===== config.mk =====
export PLATFORM = sky130hd
export DESIGN_NAME = pmsec_bank
export DESIGN_NICKNAME = d
export VERILOG_FILES = /design/src/design/pmsec_pkg.sv /design/src/design/pmsec_bank.sv
export VERILOG_INCLUDE_DIRS = /design/src /design/src/design
export SDC_FILE = /design/constraint.sdc
export NUM_CORES = 2
export LEC_CHECK = 0
export BUFFER_PORTS_ARGS = -buffer_cell sky130_fd_sc_hd__buf_2
export CAP_MARGIN = 0
export CORE_MARGIN = 2
export CORE_UTILIZATION = 55
export CTS_BUF_LIST = sky130_fd_sc_hd__clkbuf_4
export CTS_CLUSTER_SIZE = 16
export DETAILED_ROUTE_END_ITERATION = 10
export PLACE_DENSITY = 0.75
export SLEW_MARGIN = 0
export SYNTH_ARGS = -nofsm -noshare
export SYNTH_HDL_FRONTEND = slang
export SYNTH_SLANG_ARGS = --single-unit

===== constraint.sdc =====
create_clock -name CLOCK -period 18.27 [get_ports CLOCK]
set_input_delay 0.9135 -clock CLOCK [delete_from_list [all_inputs] [get_ports CLOCK]]
set_output_delay 0.9135 -clock CLOCK [all_outputs]
set_load 0.01 [all_outputs]

===== src/design/pmsec_consts.svh =====
// Constants of the manufacturer security and tuning command bank.
// Assumes a PMBus transaction layer outside that frames commands into byte strings.
`ifndef PMSEC_CONSTS_SVH
`define PMSEC_CONSTS_SVH
`define PMSEC_CMD_DEBUG    8'hf0
`define PMSEC_CMD_PWSETUP  8'hf1
`define PMSEC_CMD_DISONCE  8'hf2
`define PMSEC_CMD_MASK     8'hf4
`define PMSEC_CMD_TURNS    8'hf5
`define PMSEC_CMD_OSCTRIM  8'hf6
`define PMSEC_CMD_SLCCFG   8'hf7
`define PMSEC_CMD_SSILIM   8'hf8
`define PMSEC_LEN_PWSETUP  5'd12
`define PMSEC_LEN_DISONCE  5'd6
`define PMSEC_LEN_MASK     6'd32
`define PMSEC_LEN_DEBUG    5'd8
`define PMSEC_LEN_BYTE     5'd1
`define PMSEC_LEN_SLCCFG   5'd8
`define PMSEC_PW_DEFAULT   48'h303030303030
`define PMSEC_RESET_BYTE   8'h00
`define PMSEC_PCT_DIV      16'd100
`endif


===== src/design/pmsec_pkg.sv =====
// Types of the manufacturer security and tuning command bank.
// Assumes nothing beyond the constants header.
package pmsec_pkg;
  typedef struct packed {
    logic [7:0] k3;
    logic [7:0] limit3;
    logic [7:0] k2;
    logic [7:0] limit2;
    logic [7:0] k1;
    logic [7:0] limit1;
    logic [7:0] v_end;
    logic [7:0] v_start;
  } pmsec_slc_t;
  typedef enum logic [1:0] {
    PMSEC_IDLE = 2'b00,
    PMSEC_WR   = 2'b01,
    PMSEC_DONE = 2'b11
  } pmsec_state_t;
endpackage : pmsec_pkg


===== src/design/pmsec_bank.sv =====
// Manufacturer security and tuning command bank of a power controller.
// Assumes the PMBus layer gives one command byte, then data bytes, then a stop strobe.
// What this block does
// - Password setup write carries twelve bytes: six current, six new password.
// - Accepting a password setup with the correct current password turns security on.
// - Reading password setup returns zeros, never the stored password.
// - Correct disable-once password suspends protection until power reset.
// - Disable-once while security is off is refused with NACK.
// - 256-bit mask protects each command while security is on.
// - Debug buffer read returns eight bytes of internal debug contents.
// - Turn ratio holds primary turns high nibble, secondary turns low nibble.
// - Oscillator trim holds an unsigned eight-bit internal clock trim.
// - Exceeded capacitance limit scales rise time by its signed ramp factor.
// - Above third limit use third factor and loop coefficient bank 3.
// - Above second or first limit use the second or first factor.
// - Capacitance is measured between programmed ramp start and end voltages.
// - Soft start raises current limit by the programmed percentage.
`include "pmsec_consts.svh"
`timescale 1ns/1ps
`default_nettype none
module pmsec_bank
  import pmsec_pkg::*;
(
  // Clock and reset.
  input  wire logic        CLOCK,
  input  wire logic        RESET_N,
  // Command stream from the PMBus layer.
  input  wire logic        CMD_VALID,
  input  wire logic [7:0]  CMD_CODE,
  input  wire logic        WR_VALID,
  input  wire logic [7:0]  WR_BYTE,
  input  wire logic        WR_STOP,
  input  wire logic        RD_REQ,
  input  wire logic [4:0]  RD_INDEX,
  output logic [7:0]       RD_BYTE,
  output logic             CMD_NACK,
  output logic             CMD_PROTECTED,
  // Converter side.
  input  wire logic [63:0] DEBUG_BUF,
  input  wire logic [7:0]  CAP_ESTIMATE,
  input  wire logic        CAP_VALID,
  input  wire logic [15:0] TON_RISE,
  input  wire logic [15:0] CURRENT_LIMIT_USER,
  input  wire logic        SOFT_START,
  output logic             SECURITY_ON,
  output logic [7:0]       TURNS,
  output logic [7:0]       OSC_TRIM,
  output logic [15:0]      RISE_TIME,
  output logic             COEF_BANK3,
  output logic [7:0]       MEAS_V_START,
  output logic [7:0]       MEAS_V_END,
  output logic [15:0]      CURRENT_LIMIT
);

  pmsec_state_t state_q;
  logic [7:0]   cmd_q;
  logic [5:0]   cnt_q;
  logic [255:0] buf_q;
  logic [47:0]  pw_q;
  logic         sec_q;
  logic         susp_q;
  logic [255:0] mask_q;
  pmsec_slc_t   slc_q;
  logic [7:0]   ssil_q;

  function automatic logic [15:0] scale_rise(input logic [15:0] t, input logic [7:0] k);
    logic signed [24:0] p;
    p = $signed({1'b0, t}) * $signed(k);
    scale_rise = (p < 0) ? 16'h0000 : p[15:0];
  endfunction : scale_rise

  // Protection decision for the command now opened.
  wire       prot_hit = sec_q && !susp_q && mask_q[CMD_CODE];
  wire       dis_off  = (CMD_CODE == `PMSEC_CMD_DISONCE) && !sec_q;
  wire       wr_byte  = (state_q == PMSEC_WR) && WR_VALID;
  wire [5:0] nbytes   = cnt_q;
  wire       stop_ok  = (state_q == PMSEC_WR) && WR_STOP;
  wire       pw_len   = nbytes[4:0] == `PMSEC_LEN_PWSETUP;
  wire [47:0] pw_cur  = buf_q[95:48];
  wire [47:0] pw_new  = buf_q[47:0];
  wire       pw_set   = stop_ok && cmd_q == `PMSEC_CMD_PWSETUP && pw_len && pw_cur == pw_q;
  wire       dis_do   = stop_ok && cmd_q == `PMSEC_CMD_DISONCE && sec_q
                        && nbytes[4:0] == `PMSEC_LEN_DISONCE && buf_q[47:0] == pw_q;
  wire       byte_wr  = stop_ok && nbytes[4:0] == `PMSEC_LEN_BYTE;
  wire       slc_wr   = stop_ok && cmd_q == `PMSEC_CMD_SLCCFG
                        && nbytes[4:0] == `PMSEC_LEN_SLCCFG;
  wire       mask_wr  = stop_ok && cmd_q == `PMSEC_CMD_MASK && nbytes == `PMSEC_LEN_MASK;

  // Highest exceeded limit wins; limits are signed values.
  wire over3 = CAP_VALID && $signed(CAP_ESTIMATE) > $signed(slc_q.limit3);
  wire over2 = CAP_VALID && $signed(CAP_ESTIMATE) > $signed(slc_q.limit2);
  wire over1 = CAP_VALID && $signed(CAP_ESTIMATE) > $signed(slc_q.limit1);
  wire [15:0] rise_d = over3 ? scale_rise(TON_RISE, slc_q.k3)
                     : over2 ? scale_rise(TON_RISE, slc_q.k2)
                     : over1 ? scale_rise(TON_RISE, slc_q.k1) : TON_RISE;
  wire [31:0] boost  = CURRENT_LIMIT_USER * ssil_q;
  wire [31:0] current_limit_w = {16'h0000, CURRENT_LIMIT_USER} + boost / `PMSEC_PCT_DIV;
  wire [15:0] current_limit_d = SOFT_START ? current_limit_w[15:0] : CURRENT_LIMIT_USER;

  // Read data: password setup and disable-once never reveal anything.
  wire [7:0] dbg_b  = DEBUG_BUF[RD_INDEX[2:0]*8 +: 8];
  wire [7:0] mask_b = mask_q[RD_INDEX*8 +: 8];
  wire [7:0] slc_b  = slc_q[RD_INDEX[2:0]*8 +: 8];
  wire [7:0] rd_d   = (cmd_q == `PMSEC_CMD_DEBUG)   ? dbg_b
                    : (cmd_q == `PMSEC_CMD_MASK)    ? mask_b
                    : (cmd_q == `PMSEC_CMD_TURNS)   ? TURNS
                    : (cmd_q == `PMSEC_CMD_OSCTRIM) ? OSC_TRIM
                    : (cmd_q == `PMSEC_CMD_SLCCFG)  ? slc_b
                    : (cmd_q == `PMSEC_CMD_SSILIM)  ? ssil_q : `PMSEC_RESET_BYTE;

  always_ff @(posedge CLOCK) begin
    if (!RESET_N) begin
      state_q <= PMSEC_IDLE;
      cmd_q   <= `PMSEC_RESET_BYTE;
      cnt_q   <= '0;
      buf_q   <= '0;
    end else begin
      if (CMD_VALID) begin
        cmd_q   <= CMD_CODE;
        cnt_q   <= '0;
        buf_q   <= '0;
        state_q <= (prot_hit || dis_off) ? PMSEC_DONE : PMSEC_WR;
      end else if (wr_byte) begin
        buf_q <= {buf_q[247:0], WR_BYTE};
        cnt_q <= (cnt_q == `PMSEC_LEN_MASK) ? cnt_q : cnt_q + 6'd1;
      end else if (stop_ok || (state_q == PMSEC_DONE && WR_STOP)) begin
        state_q <= PMSEC_IDLE;
      end
    end
  end

  // Refusals are reported the cycle after the command byte.
  always_ff @(posedge CLOCK) begin
    if (!RESET_N) begin
      CMD_NACK      <= 1'b0;
      CMD_PROTECTED <= 1'b0;
    end else begin
      CMD_NACK      <= CMD_VALID && (prot_hit || dis_off);
      CMD_PROTECTED <= CMD_VALID && prot_hit;
    end
  end

  // Suspension only clears at reset, which stands for the controller power-up.
  always_ff @(posedge CLOCK) begin
    if (!RESET_N) begin
      pw_q   <= `PMSEC_PW_DEFAULT;
      sec_q  <= 1'b0;
      susp_q <= 1'b0;
    end else begin
      if (pw_set) begin
        pw_q  <= pw_new;
        sec_q <= 1'b1;
      end
      if (dis_do) begin
        susp_q <= 1'b1;
      end
    end
  end

  always_ff @(posedge CLOCK) begin
    if (!RESET_N) begin
      mask_q   <= '0;
      TURNS    <= `PMSEC_RESET_BYTE;
      OSC_TRIM <= `PMSEC_RESET_BYTE;
      slc_q    <= '0;
      ssil_q   <= `PMSEC_RESET_BYTE;
    end else begin
      if (mask_wr) begin
        mask_q <= buf_q;
      end
      if (byte_wr && cmd_q == `PMSEC_CMD_TURNS) begin
        TURNS <= buf_q[7:0];
      end
      if (byte_wr && cmd_q == `PMSEC_CMD_OSCTRIM) begin
        OSC_TRIM <= buf_q[7:0];
      end
      if (byte_wr && cmd_q == `PMSEC_CMD_SSILIM) begin
        ssil_q <= buf_q[7:0];
      end
      if (slc_wr) begin
        slc_q <= pmsec_slc_t'(buf_q[63:0]);
      end
    end
  end

  always_ff @(posedge CLOCK) begin
    if (!RESET_N) begin
      RD_BYTE       <= `PMSEC_RESET_BYTE;
      SECURITY_ON   <= 1'b0;
      RISE_TIME     <= '0;
      COEF_BANK3    <= 1'b0;
      MEAS_V_START  <= `PMSEC_RESET_BYTE;
      MEAS_V_END    <= `PMSEC_RESET_BYTE;
      CURRENT_LIMIT <= '0;
    end else begin
      RD_BYTE       <= RD_REQ ? rd_d : `PMSEC_RESET_BYTE;
      SECURITY_ON   <= sec_q && !susp_q;
      RISE_TIME     <= rise_d;
      COEF_BANK3    <= over3;
      MEAS_V_START  <= slc_q.v_start;
      MEAS_V_END    <= slc_q.v_end;
      CURRENT_LIMIT <= current_limit_d;
    end
  end

  AST_NACK_OFF: assert property (@(posedge CLOCK) disable iff (!RESET_N)
    CMD_VALID && CMD_CODE == `PMSEC_CMD_DISONCE && !sec_q |=> CMD_NACK)
    else $error("disable-once not refused while security off");
  AST_PW_ZERO: assert property (@(posedge CLOCK) disable iff (!RESET_N)
    RD_REQ && cmd_q == `PMSEC_CMD_PWSETUP |=> RD_BYTE == 8'h00)
    else $error("password read not zero");
  AST_SEC_ON: assert property (@(posedge CLOCK) disable iff (!RESET_N)
    pw_set |=> sec_q && pw_q == $past(pw_new))
    else $error("security not on after password setup");
  // SECURITY_ON lags the suspend flag by one register stage.
  AST_SUSPEND: assert property (@(posedge CLOCK) disable iff (!RESET_N)
    dis_do |=> ##1 !SECURITY_ON ##1 !SECURITY_ON)
    else $error("protection not suspended");
  AST_PROT: assert property (@(posedge CLOCK) disable iff (!RESET_N)
    CMD_VALID && sec_q && !susp_q && mask_q[CMD_CODE] |=> CMD_PROTECTED && CMD_NACK)
    else $error("masked command not protected");
  AST_UNMASK: assert property (@(posedge CLOCK) disable iff (!RESET_N)
    CMD_VALID && !mask_q[CMD_CODE] && CMD_CODE != `PMSEC_CMD_DISONCE |=> !CMD_NACK)
    else $error("unmasked command refused");
  AST_BANK3: assert property (@(posedge CLOCK) disable iff (!RESET_N)
    over3 |=> COEF_BANK3 && RISE_TIME == scale_rise($past(TON_RISE), $past(slc_q.k3)))
    else $error("bank 3 or third factor not applied");
  AST_HIGHEST: assert property (@(posedge CLOCK) disable iff (!RESET_N)
    over2 && !over3 |=> RISE_TIME == scale_rise($past(TON_RISE), $past(slc_q.k2)))
    else $error("wrong ramp factor chosen");
  AST_CURRENT_LIMIT: assert property (@(posedge CLOCK) disable iff (!RESET_N)
    !SOFT_START |=> CURRENT_LIMIT == $past(CURRENT_LIMIT_USER))
    else $error("current limit boosted outside soft start");
  AST_TURNS: assert property (@(posedge CLOCK) disable iff (!RESET_N)
    byte_wr && cmd_q == `PMSEC_CMD_TURNS |=> TURNS == $past(buf_q[7:0]))
    else $error("turn ratio not stored");

  // Storage, hold, idle, read-back, ramp-factor and soft-start checks; these guard the paths the bench reaches rarely.
  AST_MASK_STORE: assert property (@(posedge CLOCK) disable iff (!RESET_N)
    mask_wr |=> mask_q == $past(buf_q))
    else $error("protection mask not stored");
  AST_OSC: assert property (@(posedge CLOCK) disable iff (!RESET_N)
    byte_wr && cmd_q == `PMSEC_CMD_OSCTRIM |=> OSC_TRIM == $past(buf_q[7:0]))
    else $error("oscillator trim not stored");
  AST_SLC_MEAS: assert property (@(posedge CLOCK) disable iff (!RESET_N)
    slc_wr |=> ##1 {MEAS_V_END, MEAS_V_START} == $past(slc_q[15:0]))
    else $error("measurement window not applied");
  AST_SEC_OUT: assert property (@(posedge CLOCK) disable iff (!RESET_N)
    sec_q && !susp_q |=> SECURITY_ON)
    else $error("security output not raised");
  AST_SEC_HOLD: assert property (@(posedge CLOCK) disable iff (!RESET_N)
    sec_q |=> sec_q)
    else $error("security dropped without reset");
  AST_SUSP_HOLD: assert property (@(posedge CLOCK) disable iff (!RESET_N)
    susp_q |=> susp_q)
    else $error("suspension ended without reset");
  AST_NACK_PULSE: assert property (@(posedge CLOCK) disable iff (!RESET_N)
    !CMD_VALID |=> !CMD_NACK)
    else $error("refusal without a command");
  AST_PROT_NACK: assert property (@(posedge CLOCK) disable iff (!RESET_N)
    CMD_PROTECTED |-> CMD_NACK)
    else $error("protected command not refused");
  AST_RD_IDLE: assert property (@(posedge CLOCK) disable iff (!RESET_N)
    !RD_REQ |=> RD_BYTE == `PMSEC_RESET_BYTE)
    else $error("read byte not idle");
  AST_DEBUG_RD: assert property (@(posedge CLOCK) disable iff (!RESET_N)
    RD_REQ && cmd_q == `PMSEC_CMD_DEBUG |=> RD_BYTE == $past(DEBUG_BUF[RD_INDEX[2:0]*8 +: 8]))
    else $error("debug byte wrong");
  AST_DIS_RD: assert property (@(posedge CLOCK) disable iff (!RESET_N)
    RD_REQ && cmd_q == `PMSEC_CMD_DISONCE |=> RD_BYTE == `PMSEC_RESET_BYTE)
    else $error("disable-once read not zero");
  AST_OVER1: assert property (@(posedge CLOCK) disable iff (!RESET_N)
    over1 && !over2 && !over3 |=> RISE_TIME == scale_rise($past(TON_RISE), $past(slc_q.k1)))
    else $error("first ramp factor not applied");
  AST_NONE: assert property (@(posedge CLOCK) disable iff (!RESET_N)
    !over1 && !over2 && !over3 |=> RISE_TIME == $past(TON_RISE))
    else $error("rise time scaled below all limits");
  AST_NOBANK3: assert property (@(posedge CLOCK) disable iff (!RESET_N)
    !over3 |=> !COEF_BANK3)
    else $error("bank 3 chosen below third limit");
  AST_CURRENT_LIMIT_SS: assert property (@(posedge CLOCK) disable iff (!RESET_N)
    SOFT_START |=> CURRENT_LIMIT >= $past(CURRENT_LIMIT_USER))
    else $error("soft start current limit below user setting");
  AST_PW_KEEP: assert property (@(posedge CLOCK) disable iff (!RESET_N)
    stop_ok && cmd_q == `PMSEC_CMD_PWSETUP && pw_cur != pw_q |=> pw_q == $past(pw_q))
    else $error("password changed without the current password");
  AST_CMD_LATCH: assert property (@(posedge CLOCK) disable iff (!RESET_N)
    CMD_VALID |=> cmd_q == $past(CMD_CODE))
    else $error("command code not latched");

  COV_PWSET: cover property (@(posedge CLOCK) pw_set);
  COV_DISABLE: cover property (@(posedge CLOCK) dis_do);
  COV_PROT: cover property (@(posedge CLOCK) CMD_PROTECTED);
  COV_BANK3: cover property (@(posedge CLOCK) COEF_BANK3 && SOFT_START);
  COV_SUSP_WR: cover property (@(posedge CLOCK) susp_q && CMD_VALID && mask_q[CMD_CODE]);

endmodule : pmsec_bank
`default_nettype wire


==> out/qor.csv <==
stage;metric;value;unit
route;met1 wire length;65700;um
route;DR WL met2;70600;um
power_and_ir_drop;Comb power frac;6.3;%
clocking;Root Driver;clkbuf_4;
timing;Layout Skew;0.0856;ns
die;die height;316;um
die;Starting Density;55.5;%
synthesis;Synth warnings;0;
global_routing;initial antenna violation count;7;
clocking;CTS H-tree lvls;4;
synthesis;Synth Instances;6162;
synthesis;Mapped Area;53700;um^2
route;DR DRC count;0;
route;DR vias/cell;5.87;
hold_path;Hold Path Class;input pin to flip-flop;
clocking;Clock Latency Late Sink;1.14;ns
global_routing;total congestion overflow;0;
timing;final-report setup violation count;0;
cells_and_area;final core utilization;60.3;%
job;max cap viols;0;
synthesis;Yosys top cell by area;dfxtp_1;
clocking;Clock Sinks;726;
placed_design;placed cell areas;55700;um^2
placed_design;dpl cells;7355;
power_and_ir_drop;NetSw;0.000857;W
synthesis;count leader, synth;nand2_1;
route;Post-DRT Antenna Nets;0;
power_and_ir_drop;Clk pwr share;43.8;%
setup_path;CP max stage delay;0.58;ns
timing;Max-Slew Margin vs Limit;23.7;%
timing;fin crit period;17.33;ns
cells_and_area;layout cells sized above 1;14.8;%
timing;Max Fclk;57.7;MHz
timing;part of the cycle the worst path needs;94.9;%
synthesis;syn avg cell area;8.71;um^2
status;outcome;complete, no violations;
clocking;CTS Buf Count;180;
placed_design;post-DP HPWL;112000;um
timing;worst hold slack;0.0677;ns
clocking;clock buffer depth;3;
placed_design;Port Buf Inserts;208;
setup_path;Worst Setup End Kind;flip-flop;
synthesis;number of flops mapped to enable cells by yosys;0;
synthesis;Unique masters post-synth;124;
global_routing;pin count of the biggest net entering global routing;179;
power_and_ir_drop;Pint;0.00233;W
route;initial DRC count;4252;
setup_path;critical path class;flip-flop to flip-flop;
setup_path;Top cell by count, worst path;a21oi_1;
route;drt first pass iters;5;
die;die width;316;um
global_routing;Tot GR Track Use;31.1;%
cells_and_area;synthesis-to-finish area growth;8.61;%
setup_path;Max FO, Critical Path;11;
setup_path;WP data arrival;18.32;ns
synthesis;Syn Nets;6899;
die;die area;100000;um^2
route;via count;45100;
die;core area;96700;um^2
setup_path;Setup crit start kind;flip-flop;
power_and_ir_drop;Flop pwr share;50.0;%
setup_path;Critical Path RT;19.26;ns
die;Core Rows;114;
synthesis;share of the synthesized area in the top cell type;27.1;%
synthesis;asr flop ratio synth;0;%
route;metal3 WL;14700;um
route;WL per Instance;20.4;um
synthesis;Commonest cells post-synth;nand2_1, dfxtp_1, inv_1;
timing;Slew @ Worst Pin;1.11;ns
setup_path;slowest library cell on the worst path;or4_1;
timing;Final Hold Fails;0;
die;I/O Pins;209;
global_routing;first-pass GRT wire length;245000;um
route;top routing layer in use;met5;
placed_design;routability cong.;0.947;
clocking;TritonCTS clock tree;yes;
cells_and_area;# nets final;7004;
power_and_ir_drop;leakage power;24.2;nW
timing;Slew Viols, Final;0;
synthesis;Synth area leaders;dfxtp_1, fa_1, nand2_1;
synthesis;number of synthesized register bits;726;
synthesis;Most used DFF post-synth;dfxtp_1;
global_routing;vias in the first global route;43700;
clocking;CTS clk-pin slew, worst paths;0.06;ns
clocking;hold buffer count at CTS;0;
cells_and_area;fin cells;7684;
synthesis;register area share after synthesis;27.1;%
power_and_ir_drop;pwr dens;54.6;nW/um^2
power_and_ir_drop;Max rail drop VDD;0.0672;mV
route;Routed WL;157000;um
power_and_ir_drop;switching part of the total;26.9;%
cells_and_area;fin area;58300;um^2
-- logic make-up (layout without fill, tap and decap cells) --
| family | Yosys count | in the layout | share of synthesized area [%] |
|---|---|---|---|
| DFF | 726 | 726 | 27.1 |
| adders and majority gates | 606 | 606 | 18.9 |
| other | 0 | 10 | 0 |
| and+or+nand+nor | 2274 | 2274 | 19.3 |
| xor gates and xnor gates | 190 | 190 | 3.11 |
| buffers and inverters | 882 | 1118 | 6.26 |
| muxes | 324 | 324 | 10.7 |
| AOI/OAI and AO/OA | 1160 | 1160 | 14.8 |
-- flip-flops by register name, indices dropped and copies added, names as in the netlist, 2 cells and up --
| name | flops |
|---|---|
| RD_BYTE | 8 |
| mask_q | 256 |
| slc_q | 64 |
| cnt_q | 6 |
| state_q | 2 |
| MEAS_V_END | 8 |
| OSC_TRIM | 8 |
| pw_q | 48 |
| CURRENT_LIMIT | 16 |
| cmd_q | 8 |
| RISE_TIME | 16 |
| buf_q | 256 |
| ssil_q | 8 |
| MEAS_V_START | 8 |
| TURNS | 8 |
-- cell usage in the layout (no fill, tap or decap), types with 56 or more instances in the layout --
master	instances
nand2_1	1449
dfxtp_1	720
inv_1	478
a21oi_1	368
and2_1	351
fa_1	340
a21boi_0	331
ha_1	264
clkbuf_4	262
buf_2	204
mux4_2	197
nor2_1	116
buf_4	114
mux2i_1	108
xnor2_1	102
nor2b_1	96
xor2_1	84
o21ai_0	68
nand2b_1	56
-- timing repair --
item                                    4_1_cts  5_1_grt
gates resized for setup                       0       64
endpoints found under the setup margin        0        8
buffers inserted                              0        6
-- critical path: cells and delay by family, from the launching register on --
| family | cells | cell delay [ns] |
|---|---|---|
| buf+inv | 8 | 1.16 |
| mux | 1 | 0.31 |
| compound gates | 43 | 9.30 |
| xor+xnor | 2 | 0.28 |
| simple gates | 12 | 2.98 |
| flops | 1 | 0.47 |
| fa+ha+maj | 6 | 2.67 |
-- worst paths after layout --
path	slack, ns	end	cells after the start	startpoint
hold reg to reg	0.40	buf_q[252]	2	buf_q[244]
hold / removal	0.07	buf_q[3]	3	WR_BYTE[3]
setup / recovery	0.94	CURRENT_LIMIT[15]	72	ssil_q[4]
setup reg to reg	0.94	CURRENT_LIMIT[15]	72	ssil_q[4]
-- per-layer routing --
metal / vias up / GRT usage, %
li1: 20900 / -
met1: 21900 / 42.6
met2: 1953 / 48.5
met3: 340 / 6.40
met4: 8 / 11.8
met5: - / 0
-- metrics by stage --
stage	setup TNS [ns]	total power, W	worst slack (ns)
finish	0	0.00318	0.936
global route	-0.00889	0.00330	-0.00889
CTS	0	0.00320	0.418
detailed placement	0	0.00182	0.150
global placement	0	0.00182	0.318
floorplan	0	0.00175	1.60
-- layout make-up --
class | instances | area [um^2]
Antenna cell | 10 | 25.0
Clock buffer | 262 | 1970
Clock inverter | 51 | 343
Fill cell | 8476 | 38400
Inverter | 484 | 1820
Multi-Input combinational cell | 4554 | 36100
Sequential cell | 726 | 14500
Tap cell | 1276 | 1600
Timing Repair Buffer | 321 | 1920
-- power by group through the flow --
stage	combinational [W]	clock [W]	sequential, W
6_report	0.000200	0.00139	0.00159
5_1_grt	0.000212	0.00149	0.00159
4_1_cts	0.000197	0.00142	0.00159
3_5_place_dp	0.000197	0	0.00163
3_3_place_gp	0.000194	0	0.00163
2_1_floorplan	0.000121	0	0.00163
Power figures use the tool's default switching activity.
